===== config.mk =====
export PLATFORM = sky130hd
export DESIGN_NAME = sleep_unit
export DESIGN_NICKNAME = d
export VERILOG_FILES = /design/src/wake_filter.v /design/src/clock_gate_plan.v /design/src/sleep_unit.v
export VERILOG_INCLUDE_DIRS = /design/src
export SDC_FILE = /design/constraint.sdc
export NUM_CORES = 1
export LEC_CHECK = 0
export CORE_MARGIN = 10
export CORE_UTILIZATION = 35
export CTS_CLUSTER_SIZE = 10
export DETAILED_ROUTE_END_ITERATION = 8
export DONT_BUFFER_PORTS = 1
export PLACE_DENSITY_LB_ADDON = 0.1
export SYNTH_ARGS = -nofsm -noshare
export SYNTH_HDL_FRONTEND = slang
export SYNTH_HIERARCHICAL = 1
export SYNTH_SLANG_ARGS = --single-unit

===== constraint.sdc =====
create_clock -name pclk -period 1.79 [get_ports pclk]
set_input_delay 0.179 -clock pclk [delete_from_list [all_inputs] [get_ports pclk]]
set_output_delay 0.179 -clock pclk [all_outputs]
set_load 0.02 [all_outputs]

===== src/sleep_unit_defines.vh =====
/*
 Constants for the sleep unit: register offset, field positions, mode codes,
 wake source indices and wake-up timing. Assumes inclusion by bare name.
*/
// Operation
// - Idle halts the core; all peripherals and their clocks keep running.
// - Idle: any enabled interrupt wakes the device.
// - Standby: a peripheral clock runs only if its run_in_standby is set.
// - Standby wakes on pin, two-wire match, timer B, PIT; UART, ADC, RTC if set to run.
// - Power-down: only watchdog and periodic timer with their oscillator stay on; the code holds rtc_clock_en off and blocks the PIT wake.
// - Power-down wakes only on pin change or two-wire address match.
// - Standby keeps main and RTC sources only while a running user needs them.
// - Code resumes six peripheral clocks after the main source is back.
// - Waking from idle adds no oscillator start-up delay.
// - Power-down stops all sources but low-power osc and RTC clock if used; the code stops rtc_clock_en too, rtc_osc_en follows wdt_or_bod_uses_ulp.
// - Brownout fuse active field 0x3 extends wake-up until the detector is ready.
// - Mode field bits 2:1: idle 0x0, standby 0x1, power-down 0x2, rest reserved.
// - The held mode is entered when sleep executes with sleep enable set.
// - A wake interrupt returns to active for the handler; any reset ends sleep.
// - A debug break while asleep forces active mode.
// - Register and memory contents are kept in every sleep mode.
`ifndef SLEEP_UNIT_DEFINES_VH
`define SLEEP_UNIT_DEFINES_VH

`define SLEEP_CONTROL_ADDR   12'h000
`define SLEEP_CONTROL_RESET  8'h00
`define SLEEP_ENABLE_POS     0
`define SLEEP_MODE_LSB       1
`define SLEEP_MODE_MSB       2
`define SLEEP_CONTROL_MASK   8'h07

`define MODE_IDLE            2'h0
`define MODE_STANDBY         2'h1
`define MODE_POWER_DOWN      2'h2

`define BOD_ACTIVE_WAIT      2'h3

// Wake source indices
`define WAKE_PIN             0
`define WAKE_TWO_WIRE        1
`define WAKE_TIMER_B         2
`define WAKE_UART_SOF        3
`define WAKE_ADC_WINDOW      4
`define WAKE_RTC             5
`define WAKE_PIT             6
`define WAKE_OTHER           7
`define WAKE_COUNT           8

// Run-in-standby indices
`define RUN_RTC              0
`define RUN_ADC              1
`define RUN_UART             2
`define RUN_COUNT            3

`define RESUME_CYCLES        6

`endif


===== src/wake_filter.v =====
/*
 Wake source filter: picks which pending interrupts may end the sleep in the
 selected mode. Assumes all inputs already on pclk.
*/
`timescale 1ns/100ps
`include "sleep_unit_defines.vh"

module wake_filter
(
    input  wire [1:0]              mode,
    input  wire [`WAKE_COUNT-1:0]  wake_req,
    input  wire [`RUN_COUNT-1:0]   run_in_standby,
    output reg                     wake
);

    reg [`WAKE_COUNT-1:0] allowed;

    always @*
    begin
        allowed = {`WAKE_COUNT{1'b0}};
        case (mode)
            `MODE_IDLE:
            begin
                allowed = {`WAKE_COUNT{1'b1}};
            end
            `MODE_STANDBY:
            begin
                allowed[`WAKE_PIN]        = 1'b1;
                allowed[`WAKE_TWO_WIRE]   = 1'b1;
                allowed[`WAKE_TIMER_B]    = 1'b1;
                allowed[`WAKE_PIT]        = 1'b1;
                allowed[`WAKE_UART_SOF]   = run_in_standby[`RUN_UART];
                allowed[`WAKE_ADC_WINDOW] = run_in_standby[`RUN_ADC];
                allowed[`WAKE_RTC]        = run_in_standby[`RUN_RTC];
            end
            `MODE_POWER_DOWN:
            begin
                allowed[`WAKE_PIN]      = 1'b1;
                allowed[`WAKE_TWO_WIRE] = 1'b1;
            end
            default:
            begin
                allowed = {`WAKE_COUNT{1'b1}};
            end
        endcase
        wake = |(allowed & wake_req);
    end

endmodule


===== src/clock_gate_plan.v =====
/*
 Clock and oscillator enables for each controller state and sleep mode.
 Assumes asleep and mode come from pclk registers.
*/
`timescale 1ns/100ps
`include "sleep_unit_defines.vh"

module clock_gate_plan
(
    input  wire                    asleep,
    input  wire [1:0]              mode,
    input  wire [`RUN_COUNT-1:0]   run_in_standby,
    input  wire                    wdt_or_bod_uses_ulp,
    output reg                     cpu_clock_en,
    output reg                     peripheral_clock_en,
    output reg                     rtc_clock_en,
    output reg                     adc_clock_en,
    output reg                     uart_clock_en,
    output reg                     main_osc_en,
    output reg                     rtc_osc_en
);

    always @*
    begin
        cpu_clock_en        = ~asleep;
        peripheral_clock_en = 1'b1;
        rtc_clock_en        = 1'b1;
        adc_clock_en        = 1'b1;
        uart_clock_en       = 1'b1;
        main_osc_en         = 1'b1;
        rtc_osc_en          = 1'b1;
        if (asleep)
        begin
            case (mode)
                `MODE_STANDBY:
                begin
                    peripheral_clock_en = 1'b0;
                    rtc_clock_en        = run_in_standby[`RUN_RTC];
                    adc_clock_en        = run_in_standby[`RUN_ADC];
                    uart_clock_en       = run_in_standby[`RUN_UART];
                    main_osc_en         = run_in_standby[`RUN_ADC] | run_in_standby[`RUN_UART];
                    rtc_osc_en          = run_in_standby[`RUN_RTC];
                end
                `MODE_POWER_DOWN:
                begin
                    peripheral_clock_en = 1'b0;
                    rtc_clock_en        = 1'b0;
                    adc_clock_en        = 1'b0;
                    uart_clock_en       = 1'b0;
                    main_osc_en         = 1'b0;
                    rtc_osc_en          = wdt_or_bod_uses_ulp;
                end
                default:
                begin
                    peripheral_clock_en = 1'b1;
                end
            endcase
        end
    end

endmodule


===== src/sleep_unit.v =====
/*
 Sleep unit: control register on APB, sleep entry on the core's sleep
 strobe, clock gating per mode and wake-up sequencing.
 Assumes the core strobes sleep_exec for one pclk cycle, wake sources,
 debug break and oscillator/brownout ready come from other clock domains.
*/
`timescale 1ns/100ps
`include "sleep_unit_defines.vh"

module sleep_unit
#(
    parameter RESUME_CYCLES = `RESUME_CYCLES
)
(
    input  wire                    pclk,
    input  wire                    presetn,
    input  wire                    psel,
    input  wire                    penable,
    input  wire                    pwrite,
    input  wire [11:0]             paddr,
    input  wire [31:0]             pwdata,
    input  wire [3:0]              pstrb,
    output wire                    pready,
    output reg  [31:0]             prdata,
    output wire                    pslverr,
    input  wire                    sleep_exec,
    input  wire [`WAKE_COUNT-1:0]  wake_req,
    input  wire [`RUN_COUNT-1:0]   run_in_standby,
    input  wire                    debug_break,
    input  wire                    main_osc_ready,
    input  wire                    bod_ready,
    input  wire [1:0]              bod_config_fuse,
    input  wire                    wdt_or_bod_uses_ulp,
    output reg                     core_halt,
    output reg                     sleep_done,
    output wire                    cpu_clock_en,
    output wire                    peripheral_clock_en,
    output wire                    rtc_clock_en,
    output wire                    adc_clock_en,
    output wire                    uart_clock_en,
    output wire                    main_osc_en,
    output wire                    rtc_osc_en
);

    localparam ST_ACTIVE = 3'b001;
    localparam ST_SLEEP  = 3'b010;
    localparam ST_WAKE   = 3'b100;

    //--------------------------------------------------
    // Input synchronisers
    //--------------------------------------------------
    localparam SYNC_W = `WAKE_COUNT + 3;

    reg  [SYNC_W-1:0] sync_a;
    reg  [SYNC_W-1:0] sync_b;
    wire [`WAKE_COUNT-1:0] wake_s;
    wire              break_s;
    wire              osc_ready_s;
    wire              bod_ready_s;

    always @(posedge pclk or negedge presetn)
    begin
        if (!presetn)
        begin
            sync_a <= {SYNC_W{1'b0}};
            sync_b <= {SYNC_W{1'b0}};
        end
        else
        begin
            sync_a <= {wake_req, debug_break, main_osc_ready, bod_ready};
            sync_b <= sync_a;
        end
    end

    assign wake_s      = sync_b[SYNC_W-1:3];
    assign break_s     = sync_b[2];
    assign osc_ready_s = sync_b[1];
    assign bod_ready_s = sync_b[0];

    //--------------------------------------------------
    // Register bus
    //--------------------------------------------------
    reg  [7:0] sleep_control;
    wire       bus_hit;
    wire       bus_write;

    assign pready    = 1'b1;
    assign bus_hit   = (paddr == `SLEEP_CONTROL_ADDR);
    assign pslverr   = psel & penable & ~bus_hit;
    assign bus_write = psel & penable & pwrite & bus_hit & pstrb[0];

    always @(posedge pclk or negedge presetn)
    begin
        if (!presetn)
        begin
            sleep_control <= `SLEEP_CONTROL_RESET;
        end
        else if (bus_write)
        begin
            sleep_control <= pwdata[7:0] & `SLEEP_CONTROL_MASK;
        end
    end

    always @(posedge pclk or negedge presetn)
    begin
        if (!presetn)
        begin
            prdata <= 32'h00000000;
        end
        else if (psel & ~penable & ~pwrite)
        begin
            prdata <= bus_hit ? {24'h000000, sleep_control} : 32'h00000000;
        end
    end

    //--------------------------------------------------
    // Sleep sequencer
    //--------------------------------------------------
    reg  [2:0] state;
    reg  [2:0] next_state;
    reg  [1:0] held_mode;
    reg  [7:0] wake_count;
    wire       wake_hit;
    wire       sleep_en;
    wire [1:0] sel_mode;
    wire       osc_ok;
    wire       bod_ok;
    wire       count_done;
    reg        osc_seen;

    assign sleep_en = sleep_control[`SLEEP_ENABLE_POS];
    assign sel_mode = sleep_control[`SLEEP_MODE_MSB:`SLEEP_MODE_LSB];

    wake_filter u_wake_filter
    (
        .mode           (held_mode),
        .wake_req       (wake_s),
        .run_in_standby (run_in_standby),
        .wake           (wake_hit)
    );

    assign osc_ok = (held_mode == `MODE_IDLE) | osc_ready_s | osc_seen;
    assign bod_ok = (bod_config_fuse != `BOD_ACTIVE_WAIT) | bod_ready_s;
    // six cycles after source is back
    assign count_done = (wake_count >= RESUME_CYCLES[7:0]);

    always @*
    begin
        next_state = state;
        case (state)
            ST_ACTIVE:
            begin
                if (sleep_exec & sleep_en)
                    next_state = ST_SLEEP;
            end
            ST_SLEEP:
            begin
                if (wake_hit | break_s)
                    next_state = ST_WAKE;
            end
            ST_WAKE:
            begin
                if (count_done & bod_ok)
                    next_state = ST_ACTIVE;
            end
            default:
            begin
                next_state = ST_ACTIVE;
            end
        endcase
    end

    always @(posedge pclk or negedge presetn)
    begin
        if (!presetn)
        begin
            state      <= ST_ACTIVE;
            held_mode  <= `MODE_IDLE;
            wake_count <= 8'h00;
            osc_seen   <= 1'b0;
            core_halt  <= 1'b0;
            sleep_done <= 1'b0;
        end
        else
        begin
            state      <= next_state;
            sleep_done <= (state == ST_WAKE) & (next_state == ST_ACTIVE);
            core_halt  <= (next_state != ST_ACTIVE);
            if ((state == ST_ACTIVE) & sleep_exec & sleep_en)
                held_mode <= sel_mode;
            if (state != ST_WAKE)
            begin
                wake_count <= 8'h00;
                osc_seen   <= 1'b0;
            end
            else if (osc_ok)
            begin
                osc_seen <= 1'b1;
                if (!count_done)
                    wake_count <= wake_count + 8'h01;
            end
        end
    end

    //--------------------------------------------------
    // Clock gating
    //--------------------------------------------------
    clock_gate_plan u_clock_gate_plan
    (
        .asleep              (state == ST_SLEEP),
        .mode                (held_mode),
        .run_in_standby      (run_in_standby),
        .wdt_or_bod_uses_ulp (wdt_or_bod_uses_ulp),
        .cpu_clock_en        (cpu_clock_en),
        .peripheral_clock_en (peripheral_clock_en),
        .rtc_clock_en        (rtc_clock_en),
        .adc_clock_en        (adc_clock_en),
        .uart_clock_en       (uart_clock_en),
        .main_osc_en         (main_osc_en),
        .rtc_osc_en          (rtc_osc_en)
    );

endmodule


## Yosys cells after proc, flatten, opt, wreduce, memory -nomap -nowiden

Index checks and enable logic that the tools add are counted.

- Logic and storage cells: 73
- Flip-flop bits (word level): 73
- Input port bits: 71

- $lt $le $gt $ge: 1
- Equality and inequality tests: 10
- Multiplexer cells: 23
- Reductions and logical operators: 6
- Add/subtract/negate cells: 1
- Bitwise operators: 22

Operator list:

| cell | count |
|---|---|
| 8-bit 2-to-1 mux | 3 |
| 1-bit bitwise AND | 12 |
| 12-bit logical NOT | 1 |
| 3-bit 2-to-1 mux | 4 |
| 1-bit case mux with 2 select lines | 5 |
| 5-bit case mux with 2 select lines | 1 |
| 1-bit 2-to-1 mux | 9 |
| 3-bit case mux with 3 select lines | 1 |
| 8-bit by 1-bit adder with 8-bit output, second input constant | 1 |
| 8-bit bitwise AND | 1 |
| 8-bit by 3-bit >= comparator with 1-bit output, second input constant | 1 |
| 8-bit OR reduction | 1 |
| 3-bit by 1-bit == test with 1-bit output, second input constant | 2 |
| 1-bit bitwise OR | 5 |
| 1-bit NOT | 4 |
| 3-bit by 2-bit == test with 1-bit output, second input constant | 1 |
| 3-bit == test, second input constant | 1 |
| 3-bit by 1-bit inequality test with 1-bit output, second input constant | 1 |
| 3-bit inequality test, second input constant | 1 |
| 2-bit by 1-bit == test with 1-bit output, second input constant | 1 |
| 2-bit == test, second input constant | 1 |
| 2-bit logical NOT | 1 |
| 2-bit by 1-bit inequality test with 1-bit output, second input constant | 1 |
| 2-bit inequality test, second input constant | 1 |
| other kinds (3) | 3 |

## Depth between registers and ports, before layout

Gate-level depths: netlist (run 1).

- Word-level depth: 10
- Depth in mapped cells: 7
- Gate-level depth less buffers: 7

## Modules after synthesis

Netlist (run 1), hierarchy kept.

Modules (own cells, without submodules):

| module | cells an instance | seq. area each (µm²) | area an instance (µm²) | instances |
|---|---|---|---|---|
| sleep_unit | 146 | 1102.3 | 1771.7 | 1 |
| clock_gate_plan | 14 | 0.0 | 105.1 | 1 |
| wake_filter | 14 | 0.0 | 95.1 | 1 |

## Worst setup path after synthesis (run 1)

Ideal clock, no wire load.

- Kind: in2reg
- From: in paddr[6]
- To: reg sleep_control[0]
- Library setup time: 125 ps
- Slack: 92 ps
- Required time: 1665 ps
- Stages on the path: 3
- Arrival time: 1573 ps
- Path through: or4_4 or4_4 mux2_4

- Word-level cells in the longest chain between the ends: 3

Ends and longest elaborated chain:

| what | RTL line | source |
|---|---|---|
| start, declared | sleep_unit.v:20 | `input wire [11:0] paddr,` |
| 12-bit logical NOT (no source line) | - |  |
| 1-bit bitwise AND (2 in series) | sleep_unit.v:90 | `assign bus_write = psel & penable & pwrite & bus_hit & pstrb[0];` |
| end signal, assigned | sleep_unit.v:96 | `` sleep_control <= `SLEEP_CONTROL_RESET; `` |
| end signal, assigned | sleep_unit.v:100 | `` sleep_control <= pwdata[7:0] & `SLEEP_CONTROL_MASK; `` |
| end, declared | sleep_unit.v:83 | `reg [7:0] sleep_control;` |

Every way passes these cells.
A chain may end at the register's enable or synchronous reset.

## Final worst setup path (run 1)

- From: reg held_mode[0]
- To: out rtc_osc_en

- Word-level cells in the longest chain between the ends: 3
- Elaborated cells between the ends (all ways): 4

Ends and longest elaborated chain:

| what | RTL line | source |
|---|---|---|
| start, declared | sleep_unit.v:121 | `reg [1:0] held_mode;` |
| start signal, assigned | sleep_unit.v:178 | `` held_mode <= `MODE_IDLE; `` |
| start signal, assigned | sleep_unit.v:190 | `held_mode <= sel_mode;` |
| 2-bit == test / 2-bit by 1-bit == test with 1-bit output (equally long branches) | clock_gate_plan.v:34 | `case (mode)` |
| 1-bit case mux with 2 select lines (*) | clock_gate_plan.v:34 |  |
| 1-bit 2-to-1 mux (*) | clock_gate_plan.v:32 | `if (asleep)` |
| end, declared | sleep_unit.v:42 | `output wire rtc_osc_en` |

Every way passes the cells marked *; elsewhere a longest branch is shown, timed or not.

==> results of run 1 <==
-- layer usage --
layer / vias to the layer above / global-route usage [%] / share of wire, %
li1: 581 / - / -
met4: 0 / 2.62 / 1.1
met3: 5 / 4.08 / 13
met2: 60 / 15.2 / 52
met1: 595 / 8.33 / 34
met5: - / 0 / 0
-- placed cells by master (no fill, tap or decap), types with 2 or more instances in the layout --
| cell type | netlist | layout |
|---|---|---|
| a21o_2 | 3 | 3 |
| a21oi_1 | 3 | 3 |
| a31o_2 | 3 | 3 |
| and2_1 | 7 | 7 |
| and3_1 | 2 | 2 |
| buf_4 | 30 | 9 |
| clkbuf_8 | 0 | 6 |
| conb_1 | 2 | 30 |
| dfrtp_1 | 43 | 42 |
| dlygate4sd3_1 | 0 | 12 |
| ha_1 | 6 | 4 |
| ha_4 | 0 | 2 |
| inv_1 | 7 | 6 |
| mux2_4 | 3 | 3 |
| nand2_1 | 15 | 15 |
| nand2b_4 | 0 | 2 |
| nor2_1 | 10 | 9 |
| nor2b_1 | 3 | 3 |
| nor3_1 | 2 | 2 |
| nor3b_1 | 2 | 2 |
| nor4_1 | 2 | 2 |
| o21ai_0 | 7 | 5 |
| o21ai_1 | 2 | 4 |
| or4_4 | 2 | 2 |
-- cells by family after synthesis --
logic type                 after synthesis  synth area share [%]
and+or+nand+nor                         54                  14.8
DFF                                     44                  55.9
buffers and inverters                   38                  12.9
AOI/OAI and AO/OA                       27                  9.90
adders and majority gates                6                  3.81
muxes                                    3                  2.28
other                                    2                 0.381
-- timing repair --
| action | 4_1_cts | 5_1_grt |
|---|---|---|
| pin swaps | 1 | 3 |
| resized for setup | 2 | 11 |
| buffers inserted | 1 | 4 |
| endpoints found under the setup margin | 4 | 6 |
| hold buffers | 13 | 0 |
| cloned | 0 | 0 |
| hold endpoints to repair | 55 | 0 |
-- power breakdown --
| part | switching (mW) | internal (mW) |
|---|---|---|
| Clock | 0.326 | 0.456 |
| Combinational | 0.0879 | 0.0304 |
| Sequential | 0.00825 | 1.02 |
-- registers in the layout, indices dropped and copies added, names as in the netlist --
register,count
core_halt,1
held_mode,2
osc_seen,1
prdata,3
sleep_control,3
sleep_done,1
state,3
sync_a,11
sync_b,11
wake_count,8
-- area by class of cell --
type / count / area, um^2
clock buffers: 6 / 82.6
clock inverters: 2 / 38.8
fillers: 514 / 3140
inverters: 7 / 28.8
multi-input cells: 120 / 767
flip-flops and latches: 44 / 1100
well taps: 72 / 90.1
repair buffers: 23 / 226
-- stage by stage --
stage | area (um^2) | setup WS (ns)
final | 2340 | 0.0367
after global routing | 2340 | -0.0292
after CTS | 2260 | 0.00706
after detailed placement | 1980 | 0.0699
after global placement | 1980 | 0.0799
after floorplan | 2080 | 0.0921
-- worst max-delay path by stage --
| stage | start | end |
|---|---|---|
| final | held_mode[0] | rtc_osc_en |
| after global routing | held_mode[0] | state[1] |
| after CTS | held_mode[0] | rtc_osc_en |
| after detailed placement | paddr[6] | sleep_control[1] |
| after global placement | paddr[6] | sleep_control[2] |
| after floorplan | paddr[6] | sleep_control[0] |
==> flow_summary.ini, run 1 <==
[place]
finalWeightedCongestion = 0.723
io_buffer_count = 0
placed_cells = 248
detailed_place_hpwl_um = 3030

[clocking]
tritoncts_clock_tree = done
clk_pin_slew_ns = 0.08
max-clock-path-buffers = 2
cts-buffers-inserted = 5
cts_root_buf = clkbuf_8
clkSinkCount = 44
clock_insertion_delay_worst_skew_ns = 0.29
cts-htree-levels = 2

[critical_path]
worstSetupPathType = register to primary output
critPathCaptureType = primary output
worstReg2RegEnd = state[2]
worst_path_largest_cell_delay_ns = 0.41
setup.reg_to_reg.worst_slack_ns = 0.10
cp.depth = 5
worst-endpoint-required_ns = 1.61
critPathLaunchType = register
crit_family = flip-flops
crit_arrival_ns = 1.57
cp_cell_sequence = buf_6, inv_4, ha_4, nand2b_4, a221o_2
critical_path_peak_fanout = 3
ff2ff_path_depth = 8
critPathBufInv = 2
rr_startpoint = held_mode[0]
cp_slowest_cell = dfrtp_1

[die]
dieHeight_um = 95.1
io_pins = 114
fp.coreArea_um2 = 5470
start_util_pct = 36.0
std_cell_rows = 27
die_width_um = 95.1
die_area_um2 = 9040

[global_routing]
grt_pass1_wl_um = 6010
global_route.overflow_total = 0
grt.total_usage_pct = 8.44
grt_max_degree = 45
antenna_found_initial = 0
vias_in_the_first_global_route = 1324

[sta]
hold_fails_final_rpt = 0
timing.max_slew.rel_slack_pct = 54.9
grt_setup_unrepaired = true
final_max_slew_viol_count = 0
whs_ns = 0.0273
finalSetupViolCount = 0
worstMarginPinSlew_ns = 0.675
period_minus_slack_ns = 1.75
final_total_negative_setup_slack_ns = 0
layout_worst_path_cycle_share_pct = 98.0
fin_skew_ns = 0.00778
timing.fmax_mhz = 570

[synthesis]
synth.cell_area_um2 = 1970
netlist_instances = 174
postSynth.asyncResetShare_pct = 100
netlist_top_cells_count = 43 x dfrtp_1, 30 x buf_4, 15 x nand2_1, 10 x nor2_1
synthMostInstantiatedCell = dfrtp_1
synth_top_cell_by_area = dfrtp_1
syn_area_per_cell_um2 = 11.3
synth_seq_area_share_pct = 55.9
synth_edf_count = 0
synth-warning-count = 6
yosys.area.top_type_share_pct = 54.6
synth.top_cells.by_area = dfrtp_1 55%, buf_4 11%, ha_1 3.8%
synth.distinct_cells = 39
yosys_register_bits = 44
synth_top_flop_cell = dfrtp_1

[cells_and_area]
final_core_utilization_pct = 42.7
num-nets-final = 278
syn2layout_area_growth_pct = 18.5
final_cells = 274
post_route_cells_drive_above_1_share_pct = 20.8
n_antenna_cell = 0

[hold_path]
worst_hold_startpoint = pwdata[0]
hold_path.class = input pin to register
whs_endpoint = sleep_control[0]
count_of_cells_along_the_worst_hold_path = 1

[pwr]
power.total_mw = 1.93
vdd_drop_max_v = 0.000462
power_leakage_nw = 1.11
power-per-cell-area_nw_per_um2 = 825

[detailed_routing]
dr_total_vias = 1241
drc_errors = 0
dr.first_iter.drc_count = 49
drt.antenna.violating_nets = 0
drt_pre_antenna_iters = 4
drt_wl_total_um = 3980
route.detailed.wl_per_inst_um = 14.5
post_drt_via_cell_ratio = 4.53

[flow_run]
cap_violations = 0

[status]
outcome = complete, no violations
Note: power is estimated with default switching activity, not from simulation.
==> inputs of run 2 (changes only) <==
Settings changed: HOLD_SLACK_MARGIN set to 0.08, PLACE_DENSITY set to 0.57, PLACE_DENSITY_LB_ADDON 0.1 to not set, SETUP_SLACK_MARGIN set to 0.4.
==> run 2 against run 1 <==
Effect of this change:
- total power down 7.2%
- sequential share of layout area down 3.1 points
- global-route usage down 0.43 points
- final cell count up 4.4%
- wire length down 0.55%
- clock skew down 0.0050 ns
- critical path depth down 1
- utilization up 3.2 points
- worst hold slack better by 0.11 ns
- clock-buffer cell count unchanged
- via count up 3.1%
- register-to-register slack better by 0.03 ns
- critical endpoint unchanged
- highest routed layer unchanged
==> flow_summary.ini, run 2 (synthesis results as in run 1) <==
[pwr]
vdd_drop_max_v = 0.000557
cellInternalPower_mw = 1.36
power.switching_mw = 0.424
power_leakage_nw = 1.16
clock_power_share_pct = 35.7
share_seq_of_total_power_pct = 57.4
combinationalPowerShare_pct = 6.9
power.switching_fraction_pct = 23.7
power.total_mw = 1.79
power-per-cell-area_nw_per_um2 = 712

[detailed_routing]
drc_errors = 0
post_drt_via_cell_ratio = 4.48
drt_pre_antenna_iters = 4
dr_total_vias = 1280
drt.antenna.violating_nets = 0
route.detailed.wl_per_inst_um = 13.8
dr.first_iter.drc_count = 70
drt_wl_total_um = 3960

[status]
outcome = complete, no violations

[critical_path]
worst-endpoint-required_ns = 1.61
critical_path_peak_fanout = 4
setup.reg_to_reg.worst_slack_ns = 0.13
critPathLaunchType = register
worstSetupPathType = register to primary output
critPathCaptureType = primary output
crit_arrival_ns = 1.54

[sta]
period_minus_slack_ns = 1.72
final_total_negative_setup_slack_ns = 0
finalSetupViolCount = 0
hold_fails_final_rpt = 0
grt_setup_unrepaired = true
timing.fmax_mhz = 582
post-route-worst-setup-slack_ns = 0.0732
fin_skew_ns = 0.00273
whs_ns = 0.140
layout_worst_path_cycle_share_pct = 95.9
worstMarginPinSlew_ns = 0.647
final_max_slew_viol_count = 0
timing.max_slew.rel_slack_pct = 56.8

[cells_and_area]
syn2layout_area_growth_pct = 27.4
final_cells = 286
post_route_cells_drive_above_1_share_pct = 33.2
layout_commonest_cell = dfrtp_1
n_antenna_cell = 0
reg_top3 = sync_a x11, sync_b x11, wake_count x8
layout.cells.most_common_list = 39 x dfrtp_1, 30 x conb_1, 15 x nand2_1, 15 x dlygate4sd3_1, 11 x buf_4
num-nets-final = 290

[die]
die_width_um = 95.1
start_util_pct = 36.0
std_cell_rows = 27
io_pins = 114
fp.coreArea_um2 = 5470
dieHeight_um = 95.1
die_area_um2 = 9040

[place]
finalWeightedCongestion = 0.693
detailed_place_hpwl_um = 2800
dp_slack_ns = 0.175
io_buffer_count = 0
placed_cells = 244

[clocking]
max-clock-path-buffers = 2
clk_pin_slew_ns = 0.08
clock_insertion_delay_worst_skew_ns = 0.29
cts_root_buf = clkbuf_8
tritoncts_clock_tree = done
cts-htree-levels = 2
cts-buffers-inserted = 5
clkSinkCount = 44

[global_routing]
grt_max_degree = 45
vias_in_the_first_global_route = 1216
global_route.overflow_total = 0
antenna_found_initial = 0
grt.total_usage_pct = 8.01
grt_pass1_wl_um = 5740

[flow_run]
cap_violations = 0

[hold_path]
hold_path.class = input pin to register
-- run 2: per-layer routing --
metal  global-route usage [%]  vias to the layer above  wire, um
met2                     12.0                       62      1760
met3                     3.93                        4       611
met1                     9.55                      613      1550
li1                         -                      601         -
met4                     3.37                        0        37
met5                        0                        -         0
-- run 2: area by class of cell --
cell class	count	area, um^2
fillers	498	2960
flip-flops and latches	44	1110
multi-input cells	120	846
repair buffers	35	343
well taps	72	90.1
clock buffers	6	82.6
inverters	7	28.8
clock inverters	2	15.0
-- run 2: path summary, 6_finish.rpt --
check | startpoint | endpoint | cells past startpoint
setup reg to reg | held_mode[0] | state[2] | 8
setup / recovery | held_mode[0] | rtc_osc_en | 4
max in group asynchronous | presetn | state[0] | 2
hold reg to reg | sync_a[2] | sync_b[2] | 0
hold / removal | sleep_exec | state[1] | 2
min in group asynchronous | presetn | sync_a[0] | 2
-- run 2: worst max-delay path, stage by stage (launching register included) --
cell      delay (ns)
dfrtp_2         0.45
inv_2           0.07
ha_4            0.18
nand2b_4        0.17
a221o_2         0.37
-- run 2: metrics by stage --
step,area [um^2],utilization (%)
2_1_floorplan,2100,-
3_3_place_gp,1960,35.8
3_5_place_dp,1960,35.8
4_1_cts,2330,42.6
5_1_grt,2510,45.9
6_report,2510,45.9
-- run 2: timing repair --
action,4_1_cts,5_1_grt
gates resized for setup,14,26
hold buffers,16,0
setup buffers,7,11
setup endpoints to repair,13,15
pin swaps,2,11
hold endpoints to repair,58,0
-- run 2: power by group through the flow --
stage                     clock, mW  combinational [mW]  sequential [mW]
final                         0.638               0.123             1.03
after global routing          0.707               0.134             1.03
after CTS                     0.661               0.121             1.03
after detailed placement          0              0.0695             1.05
after global placement            0              0.0693             1.05
after floorplan                   0               0.118             1.04
